## src/shared/supply_cfg_map.svh

```systemverilog
// register map, field positions and timing constants of the supply config block
`ifndef SUPPLY_CFG_MAP_SVH
`define SUPPLY_CFG_MAP_SVH

// ****************************************************************
// register indices (byte address is index times four, cut to 16 bits, word aligned)
// ****************************************************************
`define IDX_SOFT_RESET      16'hFE88
`define IDX_UPDATE_RATE     16'hFE89
`define IDX_OTW_SETTINGS    16'hFE8A
`define IDX_IRQ_STATUS      16'hFE8B
`define IDX_IRQ_MASK        16'hFE8C
`define IDX_CHAN_STATUS     16'hFE8D
`define ADDR_SHIFT          2

// ****************************************************************
// field positions
// ****************************************************************
`define SR_TRIG_FIRST       0
`define SR_TRIG_SECOND      1
`define SR_DELAY_LO         2
`define SR_DELAY_HI         3
`define OW_THR1_LO          0
`define OW_THR1_HI          1
`define OW_ROUTE1           2
`define OW_NODEB1           3
`define OW_THR2_LO          4
`define OW_THR2_HI          5
`define OW_ROUTE2           6
`define OW_NODEB2           7

// ****************************************************************
// reset values
// ****************************************************************
`define RST_SOFT_RESET      8'h00
`define RST_UPDATE_RATE     8'h00
`define RST_OTW_SETTINGS    8'h00
`define RST_IRQ             4'h0

// ****************************************************************
// times in their own units and clock rate
// ****************************************************************
`define CLK_HZ              100000000
`define DELAY_500_MS        500
`define DELAY_1_SEC         1
`define DELAY_2_SEC         2
`define RATE_0_US           10500
`define RATE_1_US           52400
`define RATE_2_US           104900
`define RATE_3_US           209700
`define DEBOUNCE_MS         100
`define MS_CYC              (`CLK_HZ / 1000)
`define US_CYC              (`CLK_HZ / 1000000)
`define SYNC_DEPTH          3

`endif

```

## src/shared/supply_cfg_pkg.sv

```systemverilog
// types of the supply config block
package supply_cfg_pkg;
    typedef enum logic [1:0] {
        CH_ON   = 2'b00,
        CH_OFF  = 2'b01,
        CH_WAIT = 2'b11
    } chan_state_e;
    typedef logic [7:0] cfg_byte_t;
endpackage

```

## src/logic/pin_sync.sv

```systemverilog
// three-stage pin synchroniser with agreement of the last two stages
`timescale 1ns/1ps
module pin_sync (
    input  wire logic core_clk_in,
    input  wire logic rst_in,
    input  wire logic pin_in,
    output logic      level_out
);
    logic s1_ff;
    logic s2_ff;
    logic s3_ff;
    logic lvl_ff;
    wire  agree = (s2_ff == s3_ff);

    always_ff @(posedge core_clk_in) begin
        if (rst_in) begin
            s1_ff  <= 1'b0;
            s2_ff  <= 1'b0;
            s3_ff  <= 1'b0;
            lvl_ff <= 1'b0;
        end else begin
            s1_ff <= pin_in;
            s2_ff <= s1_ff;
            s3_ff <= s2_ff;
            if (agree) begin
                lvl_ff <= s3_ff;
            end
        end
    end
    assign level_out = lvl_ff;
endmodule

```

## src/logic/warn_debounce.sv

```systemverilog
// over-temperature warning comparator with optional debounce
`timescale 1ns/1ps
module warn_debounce #(
    parameter int          SENSE_W  = 12,
    parameter int unsigned DEB_CYC  = 10000000
) (
    input  wire logic               core_clk_in,
    input  wire logic               rst_in,
    input  wire logic [SENSE_W-1:0] sense_in,
    input  wire logic [SENSE_W-1:0] trip_in,
    input  wire logic [1:0]         offset_code_in,
    input  wire logic               no_debounce_in,
    output logic                    warn_out
);
    localparam int CW = $clog2(DEB_CYC + 1);
    logic [CW-1:0] cnt_ff;
    logic          warn_ff;
    wire  [SENSE_W:0] steps = {{(SENSE_W-1){1'b0}}, offset_code_in} + 1'b1;
    wire  [SENSE_W:0] thresh = {1'b0, trip_in} + steps;
    wire  over = ({1'b0, sense_in} >= thresh);
    wire  full = (cnt_ff == CW'(DEB_CYC - 1));

    always_ff @(posedge core_clk_in) begin
        if (rst_in) begin
            cnt_ff  <= '0;
            warn_ff <= 1'b0;
        end else if (!over) begin
            cnt_ff  <= '0;
            warn_ff <= 1'b0;
        end else if (no_debounce_in || full) begin
            warn_ff <= 1'b1;
        end else begin
            cnt_ff <= cnt_ff + 1'b1;
        end
    end
    assign warn_out = warn_ff;
endmodule

```

## src/logic/supply_reset_and_overtemp_warning_cfg.sv

```systemverilog
// supply soft reset, converter update rate and over-temperature warning cfg
//
// Register access over Wishbone was left to the implementer.
`timescale 1ns/1ps
`include "supply_cfg_map.svh"

// Overview of operation
// - two-bit restart delay: none, 500 ms, one second or two seconds
// - second trigger bit turns second supply off, waits delay, restarts
// - first trigger bit turns first supply off, waits shared delay, restarts
// - two-bit update rate field: 10.5, 52.4, 104.9 or 209.7 ms
// - bit 7 chooses 100 ms or no debounce for second warning
// - bit 6 lets second warning raise second power-good fault
// - bits 5:4 put second threshold one to four steps above trip
// - bit 3 chooses 100 ms or no debounce for first warning
// - bit 2 lets first warning raise first power-good fault
// - bits 1:0 put first threshold one to four steps above trip
// - power-good fault drives its pin low; fault has several sources
module supply_reset_and_overtemp_warning_cfg
    import supply_cfg_pkg::*;
#(
    parameter int          SENSE_W   = 12,
    parameter int unsigned DEB_CYC   = `DEBOUNCE_MS * `MS_CYC,
    parameter int unsigned D500_CYC  = `DELAY_500_MS * `MS_CYC,
    parameter int unsigned D1S_CYC   = `DELAY_1_SEC * `CLK_HZ,
    parameter int unsigned D2S_CYC   = `DELAY_2_SEC * `CLK_HZ,
    parameter int unsigned RATE0_CYC = `RATE_0_US * `US_CYC,
    parameter int unsigned RATE1_CYC = `RATE_1_US * `US_CYC,
    parameter int unsigned RATE2_CYC = `RATE_2_US * `US_CYC,
    parameter int unsigned RATE3_CYC = `RATE_3_US * `US_CYC
) (
    input  wire logic               core_clk_in,
    input  wire logic               rst_in,
    input  wire logic               wb_cyc_in,
    input  wire logic               wb_stb_in,
    input  wire logic               wb_we_in,
    input  wire logic [15:0]        wb_adr_in,
    input  wire logic [31:0]        wb_dat_in,
    input  wire logic [3:0]         wb_sel_in,
    output logic [31:0]             wb_dat_out,
    output logic                    wb_ack_out,
    output logic                    irq_out,
    input  wire logic [SENSE_W-1:0] temp_sense_one_in,
    input  wire logic [SENSE_W-1:0] temp_sense_two_in,
    input  wire logic [SENSE_W-1:0] overtemp_trip_one_in,
    input  wire logic [SENSE_W-1:0] overtemp_trip_two_in,
    input  wire logic               other_fault_first_in,
    input  wire logic               other_fault_second_in,
    output logic                    supply_on_first_out,
    output logic                    supply_on_second_out,
    output logic                    power_good_first_n_out,
    output logic                    power_good_second_n_out,
    output logic                    adc_update_out,
    output logic                    overtemp_warning_one_out,
    output logic                    overtemp_warning_two_out
);
    // ****************************************************************
    // wishbone slave
    // ****************************************************************
    cfg_byte_t soft_reset_ff;
    cfg_byte_t update_rate_ff;
    cfg_byte_t otw_set_ff;
    logic [3:0] irq_stat_ff;
    logic [3:0] irq_mask_ff;
    logic [31:0] rdata_ff;
    logic        ack_ff;

    wire req     = wb_cyc_in && wb_stb_in && !ack_ff;
    wire wr      = req && wb_we_in && wb_sel_in[0];
    wire hit_sr  = (wb_adr_in == (`IDX_SOFT_RESET   << `ADDR_SHIFT));
    wire hit_ur  = (wb_adr_in == (`IDX_UPDATE_RATE  << `ADDR_SHIFT));
    wire hit_ow  = (wb_adr_in == (`IDX_OTW_SETTINGS << `ADDR_SHIFT));
    wire hit_is  = (wb_adr_in == (`IDX_IRQ_STATUS   << `ADDR_SHIFT));
    wire hit_im  = (wb_adr_in == (`IDX_IRQ_MASK     << `ADDR_SHIFT));
    wire hit_cs  = (wb_adr_in == (`IDX_CHAN_STATUS  << `ADDR_SHIFT));
    wire [7:0] wbyte = wb_dat_in[7:0];

    // trigger bits are not stored; a write acts only in its own cycle and only if the channel is on
    wire trig_first  = wr && hit_sr && wbyte[`SR_TRIG_FIRST];
    wire trig_second = wr && hit_sr && wbyte[`SR_TRIG_SECOND];
    wire [1:0] delay_code = soft_reset_ff[`SR_DELAY_HI:`SR_DELAY_LO];

    chan_state_e st_first_ff;
    chan_state_e st_second_ff;
    logic        warn1;
    logic        warn2;
    logic        fault1;
    logic        fault2;
    logic        upd_pulse;

    wire [7:0] chan_stat = {4'h0, fault2, fault1,
                            (st_second_ff == CH_ON),
                            (st_first_ff == CH_ON)};
    wire [31:0] rmux =
        hit_sr ? {24'h0, soft_reset_ff} :
        hit_ur ? {24'h0, update_rate_ff} :
        hit_ow ? {24'h0, otw_set_ff} :
        hit_is ? {28'h0, irq_stat_ff} :
        hit_im ? {28'h0, irq_mask_ff} :
        hit_cs ? {24'h0, chan_stat} : 32'h0;

    always_ff @(posedge core_clk_in) begin
        if (rst_in) begin
            ack_ff   <= 1'b0;
            rdata_ff <= 32'h0;
        end else begin
            ack_ff   <= req;
            rdata_ff <= req ? rmux : 32'h0;
        end
    end
    assign wb_ack_out = ack_ff;
    assign wb_dat_out = rdata_ff;

    // ****************************************************************
    // configuration registers
    // ****************************************************************
    wire [7:0] nxt_soft_reset = {4'h0, wbyte[`SR_DELAY_HI:`SR_DELAY_LO],
                                 2'b00};
    always_ff @(posedge core_clk_in) begin
        if (rst_in) begin
            soft_reset_ff  <= `RST_SOFT_RESET;
            update_rate_ff <= `RST_UPDATE_RATE;
            otw_set_ff     <= `RST_OTW_SETTINGS;
            irq_mask_ff    <= `RST_IRQ;
        end else if (wr) begin
            if (hit_sr) soft_reset_ff <= nxt_soft_reset;
            if (hit_ur) update_rate_ff <= {6'h0, wbyte[1:0]};
            if (hit_ow) otw_set_ff <= wbyte;
            if (hit_im) irq_mask_ff <= wbyte[3:0];
        end
    end

    // ****************************************************************
    // restart delay selection
    // ****************************************************************
    localparam int DW = $clog2(D2S_CYC + 1);
    wire [DW-1:0] delay_cyc =
        (delay_code == 2'b00) ? DW'(0) :
        (delay_code == 2'b01) ? DW'(D500_CYC) :
        (delay_code == 2'b10) ? DW'(D1S_CYC) : DW'(D2S_CYC);

    // ****************************************************************
    // channel soft reset sequencers
    // ****************************************************************
    logic [DW-1:0] cnt_first_ff;
    logic [DW-1:0] cnt_second_ff;

    // one pass through off keeps the supply down for at least one cycle
    // first channel off, wait, restart
    always_ff @(posedge core_clk_in) begin
        if (rst_in) begin
            st_first_ff  <= CH_ON;
            cnt_first_ff <= '0;
        end else begin
            case (st_first_ff)
                CH_ON: begin
                    if (trig_first) st_first_ff <= CH_OFF;
                end
                CH_OFF: begin
                    cnt_first_ff <= delay_cyc;
                    st_first_ff  <= CH_WAIT;
                end
                CH_WAIT: begin
                    if (cnt_first_ff <= DW'(1)) st_first_ff <= CH_ON;
                    else cnt_first_ff <= cnt_first_ff - 1'b1;
                end
                default: st_first_ff <= CH_ON;
            endcase
        end
    end

    always_ff @(posedge core_clk_in) begin
        if (rst_in) begin
            st_second_ff  <= CH_ON;
            cnt_second_ff <= '0;
        end else begin
            case (st_second_ff)
                CH_ON: begin
                    if (trig_second) st_second_ff <= CH_OFF;
                end
                CH_OFF: begin
                    cnt_second_ff <= delay_cyc;
                    st_second_ff  <= CH_WAIT;
                end
                CH_WAIT: begin
                    if (cnt_second_ff <= DW'(1)) st_second_ff <= CH_ON;
                    else cnt_second_ff <= cnt_second_ff - 1'b1;
                end
                default: st_second_ff <= CH_ON;
            endcase
        end
    end
    assign supply_on_first_out  = (st_first_ff == CH_ON);
    assign supply_on_second_out = (st_second_ff == CH_ON);

    // ****************************************************************
    // converter update tick
    // ****************************************************************
    localparam int RW = $clog2(RATE3_CYC + 1);
    logic [RW-1:0] rate_cnt_ff;
    logic          upd_ff;
    wire [RW-1:0] rate_cyc =
        (update_rate_ff[1:0] == 2'b00) ? RW'(RATE0_CYC) :
        (update_rate_ff[1:0] == 2'b01) ? RW'(RATE1_CYC) :
        (update_rate_ff[1:0] == 2'b10) ? RW'(RATE2_CYC) : RW'(RATE3_CYC);
    wire rate_done = (rate_cnt_ff >= rate_cyc - 1'b1);
    always_ff @(posedge core_clk_in) begin
        if (rst_in) begin
            rate_cnt_ff <= '0;
            upd_ff      <= 1'b0;
        end else begin
            upd_ff      <= rate_done;
            rate_cnt_ff <= rate_done ? '0 : rate_cnt_ff + 1'b1;
        end
    end
    assign upd_pulse      = upd_ff;
    assign adc_update_out = upd_pulse;

    // ****************************************************************
    // over-temperature warnings
    // ****************************************************************
    // first threshold offset, first debounce, persistence
    warn_debounce #(.SENSE_W(SENSE_W), .DEB_CYC(DEB_CYC)) u_warn_one (
        .core_clk_in    (core_clk_in),
        .rst_in         (rst_in),
        .sense_in       (temp_sense_one_in),
        .trip_in        (overtemp_trip_one_in),
        .offset_code_in (otw_set_ff[`OW_THR1_HI:`OW_THR1_LO]),
        .no_debounce_in (otw_set_ff[`OW_NODEB1]),
        .warn_out       (warn1)
    );
    // second threshold offset, second debounce, persistence
    warn_debounce #(.SENSE_W(SENSE_W), .DEB_CYC(DEB_CYC)) u_warn_two (
        .core_clk_in    (core_clk_in),
        .rst_in         (rst_in),
        .sense_in       (temp_sense_two_in),
        .trip_in        (overtemp_trip_two_in),
        .offset_code_in (otw_set_ff[`OW_THR2_HI:`OW_THR2_LO]),
        .no_debounce_in (otw_set_ff[`OW_NODEB2]),
        .warn_out       (warn2)
    );
    assign overtemp_warning_one_out = warn1;
    assign overtemp_warning_two_out = warn2;

    // ****************************************************************
    // power-good faults
    // ****************************************************************
    logic other1;
    logic other2;
    pin_sync u_sync1 (
        .core_clk_in (core_clk_in),
        .rst_in      (rst_in),
        .pin_in      (other_fault_first_in),
        .level_out   (other1)
    );
    pin_sync u_sync2 (
        .core_clk_in (core_clk_in),
        .rst_in      (rst_in),
        .pin_in      (other_fault_second_in),
        .level_out   (other2)
    );
    assign fault1 = other1 || !supply_on_first_out ||
                    (warn1 && otw_set_ff[`OW_ROUTE1]);
    assign fault2 = other2 || !supply_on_second_out ||
                    (warn2 && otw_set_ff[`OW_ROUTE2]);
    assign power_good_first_n_out  = !fault1;
    assign power_good_second_n_out = !fault2;

    // ****************************************************************
    // interrupts: warn1, warn2, restart done first, restart done second
    // ****************************************************************
    logic warn1_d_ff;
    logic warn2_d_ff;
    logic on1_d_ff;
    logic on2_d_ff;
    wire [3:0] ev = {supply_on_second_out && !on2_d_ff,
                     supply_on_first_out && !on1_d_ff,
                     warn2 && !warn2_d_ff,
                     warn1 && !warn1_d_ff};
    wire [3:0] clr = (wr && hit_is) ? wbyte[3:0] : 4'h0;
    // set wins over clear
    wire [3:0] nxt_irq_stat = (irq_stat_ff & ~clr) | ev;
    always_ff @(posedge core_clk_in) begin
        if (rst_in) begin
            irq_stat_ff <= `RST_IRQ;
            warn1_d_ff  <= 1'b0;
            warn2_d_ff  <= 1'b0;
            on1_d_ff    <= 1'b1;
            on2_d_ff    <= 1'b1;
        end else begin
            irq_stat_ff <= nxt_irq_stat;
            warn1_d_ff  <= warn1;
            warn2_d_ff  <= warn2;
            on1_d_ff    <= supply_on_first_out;
            on2_d_ff    <= supply_on_second_out;
        end
    end
    assign irq_out = |(irq_stat_ff & irq_mask_ff);
endmodule

```

## config.mk

```make
export PLATFORM = sky130hd
export DESIGN_NAME = supply_reset_and_overtemp_warning_cfg
export DESIGN_NICKNAME = d
export VERILOG_FILES = /design/src/shared/supply_cfg_pkg.sv /design/src/logic/pin_sync.sv /design/src/logic/warn_debounce.sv /design/src/logic/supply_reset_and_overtemp_warning_cfg.sv
export VERILOG_INCLUDE_DIRS = /design/src /design/src/shared
export SDC_FILE = /design/constraint.sdc
export NUM_CORES = 1
export LEC_CHECK = 0
export ABC_AREA = 1
export BUFFER_PORTS_ARGS = -buffer_cell sky130_fd_sc_hd__clkbuf_2
export CAP_MARGIN = 0
export CORE_UTILIZATION = 40
export CTS_BUF_LIST = sky130_fd_sc_hd__clkbuf_8
export DETAILED_ROUTE_END_ITERATION = 8
export SYNTH_ARGS = -nofsm -noshare
export SYNTH_HDL_FRONTEND = slang
export SYNTH_SLANG_ARGS = --single-unit
```

## constraint.sdc

```tcl
create_clock -name core_clk_in -period 3.64 [get_ports core_clk_in]
set_input_delay 0.546 -clock core_clk_in [delete_from_list [all_inputs] [get_ports core_clk_in]]
set_output_delay 0.546 -clock core_clk_in [all_outputs]
set_load 0.05 [all_outputs]
```

==> impl_metrics.py <==
metrics = {
    "place": {
        "place.port_buffers": 96,
        "globalplace.congestion": 0.920,
        "hpwl_um": 26400,
    },
    "sta": {
        "fin_tns_setup_ps": 0,
        "setup_viol": 0,
        "tightest_slew_ps": 876,
        "finalHoldViolations": 0,
        "drv_slew": 0,
        "rsz0062_at_grt": "no",
        "fmax_ghz": 0.315,
        "finalClockSkew_ps": 15.7,
        "max-slew-margin-rel": 0.414,
        "min_period_ps": 3180,
        "fin_crit_sh": 0.872,
    },
    "floorplan": {
        "die_x_um": 183,
        "rows": 65,
        "design.die.area_sq_um": 33500,
        "core_sq_um": 31900,
        "start_util": 0.411,
        "die_height_um": 183,
        "io_pins": 148,
    },
    "pwr": {
        "p_leak_nw": 6.91,
        "power.density_nw_per_um2": 257,
        "ir_drop_mv": 0.248,
    },
    "clock_tree": {
        "cts_made_buffers": 17,
        "htree_num_levels": 4,
        "ctsLongestPathBuffers": 2,
        "clk_latency_ps": 500,
        "holdBufCountCts": 0,
        "path_clk_slew_ps": 110,
        "clock_sinks": 177,
        "root_buffer": "clkbuf_8",
        "cts_tree": "built",
        "cts_setup_buffers": 0,
        "post_cts_resized": 0,
    },
    "final_layout": {
        "multi_input_area_sq_um": 8070,
        "finalNetCount": 2413,
        "regArea_sq_um": 3540,
        "area_delta_synth_final_pct": 8.79,
        "fin_util": 0.447,
        "n_fill_cell": 3522,
        "drive_gt1_frac": 0.0869,
        "antenna_cells": 0,
    },
    "worst_setup_path": {
        "reg2reg_slack_ps": 460,
        "critPathLaunchType": "flip-flop",
        "critPathArrivalTime_ps": 3560,
        "cp_common_cell": "nand2_1",
        "end_kind": "flip-flop",
        "cpPeakStageDelay_ps": 420,
        "reg2reg_to": "u_warn_two.cnt_ff[6]",
        "worstSetupPathType": "reg2reg",
        "cp_max_fo": 25,
        "required_ps": 4030,
        "r2r.worst_path.cells": 19,
        "rr_startpoint": "otw_set_ff[4]",
        "crit_chain": "ha_1 > inv_1 > fa_1 > inv_1 > nand2_1 > a21oi_1 > nand2_1 > nor3_1 > xnor2_1 > ha_1 > nand2_1 > inv_1 > o21ai_0 > nand2_1 > a21oi_1 > nand3_1 > nand2_2 > buf_12 > nor2_1",
        "crit_slowest_cell": "fa_1",
    },
    "grt": {
        "grt_use_met2": 0.365,
        "antenna_found_initial": 0,
        "grt-ovfl-total": 0,
        "use_met3": 0.0375,
        "grt_max_degree": 48,
        "grt_pass1_vias": 12283,
        "met1_usage": 0.266,
        "top_usage_layer": "met2",
        "grt_pass1_wl_um": 57900,
        "grt_usage": 0.212,
    },
    "yosys": {
        "yosys-top-cells-area": "dfxtp_1 27%, nand2_1 18%, nor2_1 11%, inv_1 8.4%, ha_1 7.0%",
        "synth_cell_types": 46,
        "syn-mean-instance-area_sq_um": 6.10,
        "ys.warnings.count": 0,
        "syn_inst": 2149,
        "ys_seq_elements": 177,
        "synth_top_cell_area_share": 0.270,
        "synth.largest_area_cell": "dfxtp_1",
        "syn_area_sq_um": 13100,
        "ys_seq_area_frac": 0.270,
    },
    "route": {
        "drt_iter0_drc": 778,
        "routed_wirelength_um": 34500,
        "route.detailed.drc": 0,
        "vias": 13055,
        "drtAntennaViolNets": 0,
        "via_per_inst": 4.87,
        "firstDrtPassIters": 5,
        "wire_per_inst_um": 12.9,
    },
    "outcome": {
        "status": "finished, final reports clean",
    },
    "run": {
        "maxCapViolations": 0,
    },
    "hold_path": {
        "hold_end": "u_sync1.s1_ff",
        "whs_path_depth": 3,
        "min_from": "other_fault_first_in",
        "hold_path_class": "in2reg",
    },
}
-- per-stage QoR --
| step | hold WS [ps] | cells | cell area, sq um | setup slack (ps) | total power [mW] |
|---|---|---|---|---|---|
| CTS | 224 | 2679 | 14300 | 436 | 3.71 |
| global route | 247 | 2679 | 14300 | 95.9 | 3.82 |
| detailed placement | 404 | 2647 | 13900 | 264 | 2.30 |
| finish | 263 | 2679 | 14300 | 464 | 3.66 |
| global placement | 395 | 2647 | 13900 | 313 | 2.29 |
| floorplan | 388 | 2172 | 13200 | 541 | 2.22 |
-- cells in the mapped netlist (all sizes together) --
cell	n
xnor2	30
o21a	1
xor2	48
o22ai	2
nand3b	12
a211oi	3
ha	73
o21ai	32
a21o	3
buf	55
nor2	399
nand4	57
a21oi	79
fa	2
o21bai	2
nand3	162
conb	1
or2	3
dfxtp	177
nor3b	2
clkbuf	12
a21boi	1
and2	1
clkinv	2
nor4	1
nor3	25
and3	5
o2111ai	2
nand2	660
inv	297
-- cells by family (layout without fill, tap and decap cells) --
group / after synthesis / after routing / synth area share
other cells: 1 / 24 / 0.000286
compound gates: 125 / 125 / 0.0510
fa+ha+maj: 75 / 75 / 0.0728
xor+xnor: 78 / 78 / 0.0521
buf+inv: 366 / 438 / 0.120
flops: 177 / 177 / 0.270
simple gates: 1327 / 1327 / 0.433
-- layout make-up --
type | instances | share of cell area
clock buffers | 17 | 0.0164
clock inverters | 15 | 0.0104
inverters | 299 | 0.0787
multi-input cells | 1629 | 0.566
flip-flops and latches | 177 | 0.249
well taps | 435 | 0.0382
repair buffers | 107 | 0.0413
-- power breakdown --
group	total [mW]	leakage (nW)	switching, mW	internal [mW]
combinational	0.303	5.29	0.201	0.102
clock	1.40	0.197	0.838	0.563
sequential	1.95	1.43	0.00890	1.94
total	3.66	6.91	1.05	2.61
-- state kept, by name, indices dropped and copies added (netlist names), 4 cells and up --
register / cells
irq_mask_ff: 4
cnt_first_ff: 28
irq_stat_ff: 4
wb_dat_out: 8
cnt_second_ff: 28
u_warn_one.cnt_ff: 24
otw_set_ff: 8
u_warn_two.cnt_ff: 24
rate_cnt_ff: 25
-- critical path: cells and delay by family (launching register included) --
kind | cells | cell delay [ps]
adders and majority gates | 3 | 980
buffers and inverters | 4 | 320
xor gates and xnor gates | 1 | 150
and+or+nand+nor | 8 | 730
DFF | 1 | 350
AOI/OAI and AO/OA | 3 | 510
-- cells in the final DEF (no fill, tap or decap), types with 48 or more instances in the layout --
master	count
ha_1	73
nand4_1	56
dfxtp_1	177
inv_1	292
xor2_1	48
a21oi_1	77
nand3_1	158
nor2_1	377
nand2_1	643
clkbuf_2	96
-- worst max path at each step --
stage | startpoint | slack [ps] | to
after global placement | overtemp_trip_two_in[0] | 310 | u_warn_two.cnt_ff[20]
after floorplan | overtemp_trip_two_in[0] | 540 | u_warn_two.cnt_ff[15]
after CTS | otw_set_ff[4] | 440 | u_warn_two.cnt_ff[16]
after detailed placement | overtemp_trip_two_in[0] | 260 | u_warn_two.cnt_ff[17]
after global routing | otw_set_ff[4] | 100 | u_warn_two.cnt_ff[6]
final | otw_set_ff[4] | 460 | u_warn_two.cnt_ff[6]
-- metal layers --
metal,vias up,share of wire
met5,-,0
met4,0,0.023
met3,49,0.046
met2,275,0.46
met1,5918,0.47
li1,6813,-
No activity file was read; power rests on OpenSTA's default activity.
